File: config.mk
export PLATFORM = sky130hd
export DESIGN_NAME = ahrs_top
export DESIGN_NICKNAME = d
export VERILOG_FILES = /design/src/ahrs_pkg.sv /design/src/ahrs_top.sv
export SDC_FILE = /design/constraint.sdc
export NUM_CORES = 2
export LEC_CHECK = 0
export BUFFER_PORTS_ARGS = -buffer_cell sky130_fd_sc_hd__buf_2
export CAP_MARGIN = 30
export CORE_MARGIN = 1.5
export CORE_UTILIZATION = 40
export DETAILED_ROUTE_END_ITERATION = 16
export PLACE_DENSITY = 0.66
export RECOVER_POWER = 25
export SYNTH_ARGS = -nofsm -noshare
export SYNTH_HDL_FRONTEND = slang
export SYNTH_SLANG_ARGS = --single-unit
File: constraint.sdc
create_clock -name pclk -period 7.2 [get_ports pclk]
set_input_delay 0 -clock pclk [delete_from_list [all_inputs] [get_ports pclk]]
set_output_delay 0 -clock pclk [all_outputs]
set_load 0.005 [all_outputs]
File: src/ahrs_pkg.sv
// Register map, field layout, states and timing constants of the axis home return sequencer.
package ahrs_pkg;
  localparam int AXES         = 2;
  localparam int AW           = 8;
  localparam int PW           = 32;
  localparam int SPW          = 16;
  localparam int AXIS_SEL_BIT = 6;

  // Word offsets inside one axis window; the axis window is picked by paddr[AXIS_SEL_BIT].
  localparam logic [5:0] REG_CTRL     = 6'h00;
  localparam logic [5:0] REG_CFG      = 6'h04;
  localparam logic [5:0] REG_HOME_ADR = 6'h08;
  localparam logic [5:0] REG_HOME_SPD = 6'h0C;
  localparam logic [5:0] REG_CREEP    = 6'h10;
  localparam logic [5:0] REG_DWELL    = 6'h14;
  localparam logic [5:0] REG_POST_DOG = 6'h18;
  localparam logic [5:0] REG_STATUS   = 6'h1C;
  localparam logic [5:0] REG_CUR_FEED = 6'h20;
  localparam logic [5:0] REG_MACH     = 6'h24;
  localparam logic [5:0] REG_HOME_ABS = 6'h28;

  // Control word: return kind and auxiliary function requests.
  localparam int         CTRL_KIND_LSB  = 0;
  localparam logic [1:0] KIND_NONE      = 2'h0;
  localparam logic [1:0] KIND_MACHINE   = 2'h1;
  localparam int         CTRL_RETRY_BIT = 2;
  localparam int         CTRL_SHIFT_BIT = 3;
  // Configuration word.
  localparam int CFG_METHOD_LSB = 0;
  localparam int CFG_DIR_BIT    = 4;
  // Status word.
  localparam int ST_REQ_BIT   = 0;
  localparam int ST_DONE_BIT  = 1;
  localparam int ST_BUSY_BIT  = 2;
  localparam int ST_REJ_BIT   = 3;
  localparam int ST_STATE_LSB = 8;

  // Reset values.
  localparam logic [SPW-1:0] RST_HOME_SPD = 16'h0010;
  localparam logic [SPW-1:0] RST_CREEP    = 16'h0040;
  localparam logic [SPW-1:0] RST_DWELL    = 16'h0000;
  localparam logic [PW-1:0]  RST_ADDR     = 32'h0000_0000;
  localparam logic [PW-1:0]  RST_POST_DOG = 32'h0000_0000;
  localparam logic           RST_REQ      = 1'b1;

  // Timing: the dwell setting counts milliseconds; the deviation clear output is held for DEVCLR_CYC - 1 clock cycles.
  localparam int CLK_PERIOD_NS = 10;
  localparam int DWELL_UNIT_NS = 1_000_000;
  localparam int DEVCLR_NS     = 10_000;
  localparam int DEVCLR_CYC    = (DEVCLR_NS + CLK_PERIOD_NS - 1) / CLK_PERIOD_NS;

  typedef enum logic [2:0] {
    M_DOG   = 3'h0,
    M_STOP1 = 3'h1,
    M_STOP2 = 3'h2,
    M_STOP3 = 3'h3,
    M_CNT1  = 3'h4,
    M_CNT2  = 3'h5
  } ahrs_method_t;

  typedef enum logic [2:0] {
    ST_IDLE   = 3'b000,
    ST_FAST   = 3'b001,
    ST_CREEP  = 3'b011,
    ST_DWELL  = 3'b010,
    ST_TRAVEL = 3'b110,
    ST_SEEK   = 3'b111,
    ST_CLEAR  = 3'b101,
    ST_DONE   = 3'b100
  } ahrs_state_t;

  typedef struct packed {
    ahrs_method_t     method;
    logic             dir_neg;
    logic [PW-1:0]    home_addr;
    logic [SPW-1:0]   home_spd;
    logic [SPW-1:0]   creep_spd;
    logic [SPW-1:0]   dwell_ms;
    logic [PW-1:0]    post_dog;
  } ahrs_cfg_t;

  // State taken once the dog has been seen, or at once when the start lands on the dog.
  function automatic ahrs_state_t ahrs_after_dog(input ahrs_method_t m);
    ahrs_state_t s;
    s = ST_CREEP;
    if (m == M_STOP1)
      s = ST_DWELL;
    else if (m == M_CNT1 || m == M_CNT2)
      s = ST_TRAVEL;
    return s;
  endfunction
endpackage

File: src/ahrs_top.sv
// Two-axis machine home return sequencer with its APB register slave.
//
// Behaviour
// - A drive ready falling edge sets that axis's home return request flag.
// - The station ready rising edge sets the request flag of every axis.
// - Normal completion clears the request flag and sets the complete flag.
// - Shift and retry go with machine return only; other return kinds are rejected.
// - Homing uses no held address; the reached stop becomes the new origin.
// - Motion runs at configured speed and direction, stopping where the method finds home.
// - At home, the home address loads the current and machine feed monitors.
// - Home absolute monitor gets the home address and follows address changes.
// - The method setting selects dog, stopper one to three, or count one and two.
// - Dog: creep at dog rise, stop at first marker after dog falls, then clear.
// - Stopper one: creep at dog rise, finish with clear after the dwell time.
// - Stopper two: creep at dog rise, finish with clear after stopper contact.
// - Stopper three: creep from the start, finish with clear on stopper contact.
// - Count one: travel post-dog distance at creep, then stop at next marker, clear.
// - Count two: stop after the post-dog distance and complete with no marker.
// - At the home stop, pulses halt and then deviation clear goes to the drive; count two completes with no clear.
// - A start with the dog already on begins directly at creep speed.
`timescale 1ns/1ps
module ahrs_top
  import ahrs_pkg::*;
#(
  parameter int MS_CYCLES = DWELL_UNIT_NS / CLK_PERIOD_NS
)
(
  input  wire logic            pclk,
  input  wire logic            presetn,
  input  wire logic            psel,
  input  wire logic            penable,
  input  wire logic            pwrite,
  input  wire logic [AW-1:0]   paddr,
  input  wire logic [31:0]     pwdata,
  output logic      [31:0]     prdata,
  output logic                 pready,
  output logic                 pslverr,
  input  wire logic [AXES-1:0] drive_ready,
  input  wire logic            station_ready,
  input  wire logic [AXES-1:0] near_dog,
  input  wire logic [AXES-1:0] home_marker,
  output logic      [AXES-1:0] feed_pulse,
  output logic      [AXES-1:0] feed_dir,
  output logic      [AXES-1:0] dev_clear
);
  localparam int MSW = $clog2(MS_CYCLES + 1);
  localparam int DCW = $clog2(DEVCLR_CYC + 1);
  localparam logic [MSW-1:0] MS_LAST = MSW'(MS_CYCLES - 1);
  localparam logic [DCW-1:0] DC_LAST = DCW'(DEVCLR_CYC - 1);

  logic                 pready_r;
  logic                 pslverr_r;
  logic [31:0]          prdata_r;
  logic                 stn_q_r;
  logic [AXES-1:0][31:0] rd_word;

  wire logic       setup    = psel && !penable;
  wire logic [5:0] offs     = paddr[5:0];
  wire logic       axis_sel = paddr[AXIS_SEL_BIT];
  wire logic       bad_addr = (paddr[AW-1:AXIS_SEL_BIT+1] != '0) || (offs > REG_HOME_ABS) || (offs[1:0] != 2'h0);
  wire logic       wr_en    = psel && penable && pready_r && pwrite && !pslverr_r;
  wire logic       stn_rise = station_ready && !stn_q_r;

  // Zero-wait slave: the answer is prepared in the setup cycle and shown for the single access cycle.
  always_ff @(posedge pclk or negedge presetn)
  begin
    if (!presetn)
    begin
      pready_r  <= 1'b0;
      pslverr_r <= 1'b0;
      prdata_r  <= 32'h0000_0000;
    end
    else
    begin
      pready_r  <= setup;
      pslverr_r <= setup && bad_addr;
      if (setup)
        prdata_r <= (bad_addr || pwrite) ? 32'h0000_0000 : rd_word[axis_sel];
    end
  end

  always_ff @(posedge pclk or negedge presetn)
  begin
    if (!presetn)
      stn_q_r <= 1'b0;
    else
      stn_q_r <= station_ready;
  end

  assign pready  = pready_r;
  assign pslverr = pslverr_r;
  assign prdata  = prdata_r;

  for (genvar a = 0; a < AXES; a++)
  begin : g_axis
    ahrs_cfg_t      cfg_r;
    ahrs_state_t    st_r;
    logic           req_r;
    logic           done_r;
    logic           rej_r;
    logic           dog_q_r;
    logic           drdy_q_r;
    logic           pulse_r;
    logic           clr_r;
    logic [SPW-1:0] pdiv_r;
    logic [SPW-1:0] dwell_r;
    logic [MSW-1:0] ms_r;
    logic [DCW-1:0] clk_cnt_r;
    logic [PW-1:0]  cur_r;
    logic [PW-1:0]  mach_r;
    logic [PW-1:0]  habs_r;
    logic [PW-1:0]  trav_r;
    logic [31:0]    rd_local;

    wire logic       wr       = wr_en && (axis_sel == 1'(a));
    wire logic       idle     = (st_r == ST_IDLE);
    wire logic [1:0] kind     = pwdata[CTRL_KIND_LSB +: 2];
    wire logic       ctrl_wr  = wr && (offs == REG_CTRL) && (kind != KIND_NONE);
    wire logic       meth_ok  = (cfg_r.method <= M_CNT2);
    wire logic       start    = ctrl_wr && idle && (kind == KIND_MACHINE) && meth_ok;
    wire logic       dog_rise = near_dog[a] && !dog_q_r;
    wire logic       dog_fall = !near_dog[a] && dog_q_r;
    wire logic       drdy_off = !drive_ready[a] && drdy_q_r;
    wire logic       moving   = !idle && (st_r != ST_CLEAR) && (st_r != ST_DONE);
    wire logic       dwell_ok = (dwell_r >= cfg_r.dwell_ms);
    wire logic       trav_ok  = (trav_r >= cfg_r.post_dog);
    wire logic [SPW-1:0] period = (st_r == ST_FAST) ? cfg_r.home_spd : cfg_r.creep_spd;

    always_ff @(posedge pclk or negedge presetn)
    begin
      if (!presetn)
      begin
        dog_q_r  <= 1'b0;
        drdy_q_r <= 1'b0;
      end
      else
      begin
        dog_q_r  <= near_dog[a];
        drdy_q_r <= drive_ready[a];
      end
    end

    // Settings are frozen while a return runs so a half-applied change cannot steer it.
    always_ff @(posedge pclk or negedge presetn)
    begin
      if (!presetn)
      begin
        cfg_r.method    <= M_DOG;
        cfg_r.dir_neg   <= 1'b0;
        cfg_r.home_addr <= RST_ADDR;
        cfg_r.home_spd  <= RST_HOME_SPD;
        cfg_r.creep_spd <= RST_CREEP;
        cfg_r.dwell_ms  <= RST_DWELL;
        cfg_r.post_dog  <= RST_POST_DOG;
      end
      else if (wr && idle)
      begin
        case (offs)
          REG_CFG:
          begin
            cfg_r.method  <= ahrs_method_t'(pwdata[CFG_METHOD_LSB +: 3]);
            cfg_r.dir_neg <= pwdata[CFG_DIR_BIT];
          end
          REG_HOME_ADR: cfg_r.home_addr <= pwdata;
          REG_HOME_SPD: cfg_r.home_spd  <= pwdata[SPW-1:0];
          REG_CREEP:    cfg_r.creep_spd <= pwdata[SPW-1:0];
          REG_DWELL:    cfg_r.dwell_ms  <= pwdata[SPW-1:0];
          REG_POST_DOG: cfg_r.post_dog  <= pwdata;
          default:      cfg_r.method    <= cfg_r.method;
        endcase
      end
    end

    // Sequencer; the speed and direction of each phase come from the settings.
    always_ff @(posedge pclk or negedge presetn)
    begin
      if (!presetn)
      begin
        st_r      <= ST_IDLE;
        clr_r     <= 1'b0;
        clk_cnt_r <= '0;
      end
      else
      begin
        case (st_r)
          ST_IDLE:
            if (start)
            begin
              if (cfg_r.method == M_STOP3)
                st_r <= ST_CREEP;
              else if (near_dog[a])
                st_r <= ahrs_after_dog(cfg_r.method);
              else
                st_r <= ST_FAST;
            end
          ST_FAST:
            if (dog_rise)
              st_r <= ahrs_after_dog(cfg_r.method);
          ST_CREEP:
            if (cfg_r.method == M_DOG && dog_fall)
              st_r <= ST_SEEK;
            else if (cfg_r.method != M_DOG && home_marker[a])
              st_r <= ST_CLEAR;
          ST_DWELL:
            if (dwell_ok)
              st_r <= ST_CLEAR;
          ST_TRAVEL:
            if (trav_ok)
              st_r <= (cfg_r.method == M_CNT2) ? ST_DONE : ST_SEEK;
          ST_SEEK:
            if (home_marker[a])
              st_r <= ST_CLEAR;
          ST_CLEAR:
            if (clk_cnt_r == DC_LAST)
              st_r <= ST_DONE;
          ST_DONE:
            st_r <= ST_IDLE;
          default:
            st_r <= ST_IDLE;
        endcase
        // Pulses have already stopped in the clear phase, so the drive clears a settled deviation.
        clr_r     <= (st_r == ST_CLEAR) && (clk_cnt_r != DC_LAST);
        clk_cnt_r <= (st_r == ST_CLEAR) ? clk_cnt_r + DCW'(1) : '0;
      end
    end

    // Pulse train: one pulse per period setting, period read afresh at each pulse.
    always_ff @(posedge pclk or negedge presetn)
    begin
      if (!presetn)
      begin
        pulse_r <= 1'b0;
        pdiv_r  <= '0;
      end
      else if (!moving)
      begin
        pulse_r <= 1'b0;
        pdiv_r  <= '0;
      end
      else if (pdiv_r == '0)
      begin
        pulse_r <= 1'b1;
        pdiv_r  <= (period == '0) ? '0 : period - SPW'(1);
      end
      else
      begin
        pulse_r <= 1'b0;
        pdiv_r  <= pdiv_r - SPW'(1);
      end
    end

    // Dwell is timed in milliseconds from entry to the dwell phase; travel is counted in pulses.
    always_ff @(posedge pclk or negedge presetn)
    begin
      if (!presetn)
      begin
        ms_r    <= '0;
        dwell_r <= '0;
        trav_r  <= '0;
      end
      else
      begin
        if (st_r != ST_DWELL)
        begin
          ms_r    <= '0;
          dwell_r <= '0;
        end
        else if (ms_r == MS_LAST)
        begin
          ms_r    <= '0;
          dwell_r <= dwell_r + SPW'(1);
        end
        else
          ms_r <= ms_r + MSW'(1);
        if (st_r != ST_TRAVEL)
          trav_r <= '0;
        else if (pulse_r)
          trav_r <= trav_r + PW'(1);
      end
    end

    // Monitors; no earlier address is consulted, the home address is imposed at the stop.
    always_ff @(posedge pclk or negedge presetn)
    begin
      if (!presetn)
      begin
        cur_r  <= RST_ADDR;
        mach_r <= RST_ADDR;
        habs_r <= RST_ADDR;
      end
      else if (st_r == ST_DONE)
      begin
        cur_r  <= cfg_r.home_addr;
        mach_r <= cfg_r.home_addr;
        habs_r <= cfg_r.home_addr;
      end
      else if (wr && idle && offs == REG_CUR_FEED)
      begin
        cur_r  <= pwdata;
        habs_r <= habs_r + pwdata - cur_r;
      end
      else if (pulse_r)
      begin
        cur_r  <= cfg_r.dir_neg ? cur_r - PW'(1) : cur_r + PW'(1);
        mach_r <= cfg_r.dir_neg ? mach_r - PW'(1) : mach_r + PW'(1);
      end
    end

    // A request set in the same cycle as completion wins, so a lost drive is never masked.
    always_ff @(posedge pclk or negedge presetn)
    begin
      if (!presetn)
      begin
        req_r  <= RST_REQ;
        done_r <= 1'b0;
        rej_r  <= 1'b0;
      end
      else
      begin
        if (drdy_off || stn_rise)
          req_r <= 1'b1;
        else if (st_r == ST_DONE)
          req_r <= 1'b0;
        if (st_r == ST_DONE)
          done_r <= 1'b1;
        else if (start || drdy_off || stn_rise)
          done_r <= 1'b0;
        // Only the machine return is served; other kinds, bad methods or a busy axis are refused.
        if (ctrl_wr && !start)
          rej_r <= 1'b1;
        else if (start)
          rej_r <= 1'b0;
      end
    end

    always_comb
    begin
      rd_local = 32'h0000_0000;
      case (offs)
        REG_CFG:
        begin
          rd_local[CFG_METHOD_LSB +: 3] = cfg_r.method;
          rd_local[CFG_DIR_BIT]         = cfg_r.dir_neg;
        end
        REG_HOME_ADR: rd_local = cfg_r.home_addr;
        REG_HOME_SPD: rd_local[SPW-1:0] = cfg_r.home_spd;
        REG_CREEP:    rd_local[SPW-1:0] = cfg_r.creep_spd;
        REG_DWELL:    rd_local[SPW-1:0] = cfg_r.dwell_ms;
        REG_POST_DOG: rd_local = cfg_r.post_dog;
        REG_STATUS:
        begin
          rd_local[ST_REQ_BIT]          = req_r;
          rd_local[ST_DONE_BIT]         = done_r;
          rd_local[ST_BUSY_BIT]         = !idle;
          rd_local[ST_REJ_BIT]          = rej_r;
          rd_local[ST_STATE_LSB +: 3]   = st_r;
        end
        REG_CUR_FEED: rd_local = cur_r;
        REG_MACH:     rd_local = mach_r;
        REG_HOME_ABS: rd_local = habs_r;
        default:      rd_local = 32'h0000_0000;
      endcase
    end

    assign rd_word[a]    = rd_local;
    assign feed_pulse[a] = pulse_r;
    assign feed_dir[a]   = cfg_r.dir_neg;
    assign dev_clear[a]  = clr_r;
  end
endmodule

==> reports/results.ini <==
[layout]
multi_input_area_mm2 = 0.0261
stdcell_area_mm2 = 0.0501
nets = 5495
instances_no_fill = 6641
final_layout_size_suffix_gt1_frac = 0.0922
fillers = 10800
final_util = 0.452
area_growth_pct = 11.7
register_area_mm2 = 0.0166

[cts]
cts_sinks = 661
cts_buffers = 79
cts_root_buf = clkbuf_16
clk_latency_ns = 0.67
cts_tree = done
ctsResizeCount = 0
cts.path.max_buffers = 3
path_clk_slew_ns = 0.06
postCtsSetupRepairBufs = 0
cts-hold-fix-buffers = 47
htree_levels = 3

[drt]
remaining_drc_errors = 0
drtIter0Drc = 4158
detail-route-antenna-nets = 0
via_per_inst = 5.93
wl_um = 153000
vias = 39400
post_drt_wl_per_cell_um = 23.0
firstDrtPassIters = 8

[power_and_ir_drop]
power_density_mw_per_mm2 = 259
power.internal_mw = 8.14
seqPwrFrac = 0.332
swShare = 0.372
pwr-share-clk = 0.315
p_switching_mw = 4.82
total_power_mw = 13.0
power_frac_comb = 0.354
p_leak_nw = 22.9
vdd_drop_max_v = 0.000195

[grt]
met3_usage = 0.0557
grt_pass1_vias = 38000
grt_max_degree = 164
grt_use_met2 = 0.398
grt_usage = 0.266
grt_antenna_before_repair = 12
busiest_layer = met2
use_met1 = 0.362
grt_pass1_wl_um = 232000
grt_overflow = 0

[place]
post-place-ws_ns = 2.82
dp.cells = 6437
port-buffer-count = 91
dpl_cell_area_mm2 = 0.0470
routabilityCongestion = 0.973
dp_hpwl_um = 110000

[synth]
yosysSeqAreaShare = 0.369
postSynthAreaPerCell_um2 = 8.93
synth_edf_count = 0
syn-num-nets = 5433
synth_async_sr_flop_share = 1.00
yosysWarnings = 0
synth-seq-cells = 661
syn_area_mm2 = 0.0448
synth_cell_types = 86
syn_inst = 5019
synth_ff_type = dfrtp_1

[sta]
finClkSkew_ns = 0.0334
hold_viol = 0
rsz0062_at_grt = false
setup_slack_ns = 2.26
worstMarginPinSlew_ns = 4.39
setup_viol = 0
final.setup.tns_ns = 0
max_freq_ghz = 0.203
finalCritPeriodShare = 0.686
min_period_ns = 4.94
relSlewSlack = -1.93
fin_hold_ws_ns = 0.0431
slew_violations = 488

[floorplan]
core_area_mm2 = 0.111
die_x_um = 338
ios = 92
start_util = 0.404
die_area_mm2 = 0.114
core.rowCount = 122
die_h_um = 338

[worst_setup_path]
worstPathRequired_ns = 6.60
path_class = in2async
r2r_cells = 16
cp-end-kind = async pin
startpoint_type = input pin
critPathMaxFanout = 163
r2r-start = g_axis[1].cur_r[0]$_DFFE_PN0P_
r2r_end = g_axis[1].habs_r[28]$_DFFE_PN0P_
arrival_ns = 4.33
reg2reg_slack_ns = 2.78

[hold_path]
min_path_cells = 6
min_from = home_marker[0]
hp-class = in2reg
hold_end = g_axis[0].st_r[0]$_DFFE_PN0P_

[run_status]
violations = capacitance limit, slew limit
status = complete, but fails checks

[job]
maxCapViolCount = 5

cell usage after synthesis (49+ instances only):
cell	instances	share of area
a221oi_1	71	0.014
nor2_1	460	0.039
inv_1	394	0.033
o21ai_0	357	0.040
a22oi_1	139	0.023
fa_1	66	0.029
dfrtp_1	655	0.37
nand3_1	141	0.016
a21oi_1	347	0.039
and3_1	54	0.0075
a31oi_1	49	0.0068
xor2_1	192	0.037
nor3_1	77	0.0086
nand4_1	77	0.011
nand2_1	405	0.034
ha_1	296	0.083
a21o_1	109	0.018
mux2_2	138	0.035
clkbuf_1	203	0.017
xnor2_1	141	0.028
cell usage in the layout, fill, tap and decap left out, types with 66 or more instances in the layout:
master | netlist | final
a21o_1 | 109 | 109
a21oi_1 | 347 | 344
a221oi_1 | 71 | 71
a22oi_1 | 139 | 139
buf_2 | 3 | 88
clkbuf_16 | 0 | 81
dfrtp_1 | 655 | 652
fa_1 | 66 | 66
ha_1 | 296 | 296
inv_1 | 394 | 394
mux2_2 | 138 | 138
nand2_1 | 405 | 405
nand3_1 | 141 | 141
nand4_1 | 77 | 77
nor2_1 | 460 | 443
nor3_1 | 77 | 74
o21ai_0 | 357 | 356
xnor2_1 | 141 | 141
xor2_1 | 192 | 192
state kept, by name, summed over array words and instances (netlist names), 32 cells and up:
register        count
g_axis.dwell_r     32
prdata             32
g_axis.cur_r       64
g_axis.mach_r      64
g_axis.trav_r      64
g_axis.habs_r      64
g_axis.cfg_r      230
g_axis.ms_r        34
g_axis.pdiv_r      32
worst max path at each step:
| stage | from | to | slack [ns] |
|---|---|---|---|
| after floorplan | feed_dir[0]$_DFFE_PN0P_ | g_axis[0].mach_r[30]$_DFFE_PN0P_ | 2.61 |
| after global placement | pwdata[1] | g_axis[1].habs_r[29]$_DFFE_PN0P_ | 2.96 |
| after detailed placement | pwdata[1] | g_axis[1].habs_r[29]$_DFFE_PN0P_ | 2.82 |
| after CTS | pwdata[1] | g_axis[1].habs_r[28]$_DFFE_PN0P_ | 2.97 |
| after global routing | presetn | feed_dir[1]$_DFFE_PN0P_ | 1.50 |
| final | presetn | feed_dir[1]$_DFFE_PN0P_ | 2.26 |
critical path, stage by stage:
cell	delay [ns]
dlygate4sd3_1	0.53
clkbuf_1	0.48
clkbuf_2	2.89
per-layer routing:
layer	wire length, um	vias to the layer above
li1	-	18200
met1	65900	19100
met5	83	-
met4	8970	12
met2	65300	1678
met3	12500	447
logic make-up after synthesis:
family / Yosys count / share of synthesized area
compound gates: 1411 / 0.207
fa+ha+maj: 362 / 0.112
simple gates: 1451 / 0.151
flops: 661 / 0.369
buf+inv: 622 / 0.0527
mux: 179 / 0.0438
xor+xnor: 333 / 0.0650
power groups by stage:
stage	Clock (mW)	Combinational [mW]	Sequential [mW]
2_1_floorplan	0	3.43	4.20
3_5_place_dp	0	4.46	4.35
4_1_cts	4.15	4.52	4.28
5_1_grt	4.28	5.10	4.32
3_3_place_gp	0	4.40	4.34
6_report	4.08	4.58	4.30
layout make-up:
cell class                 instances  share of cell area
sequential                       661               0.330
clock buffer                     122              0.0469
multi-input combinational       3736               0.521
inverter                         395              0.0296
timing repair buffer             208              0.0307
tap                             1488              0.0372
clock inverter                    21             0.00427
antenna                           10            0.000499
(Power assumes the default switching activity.)
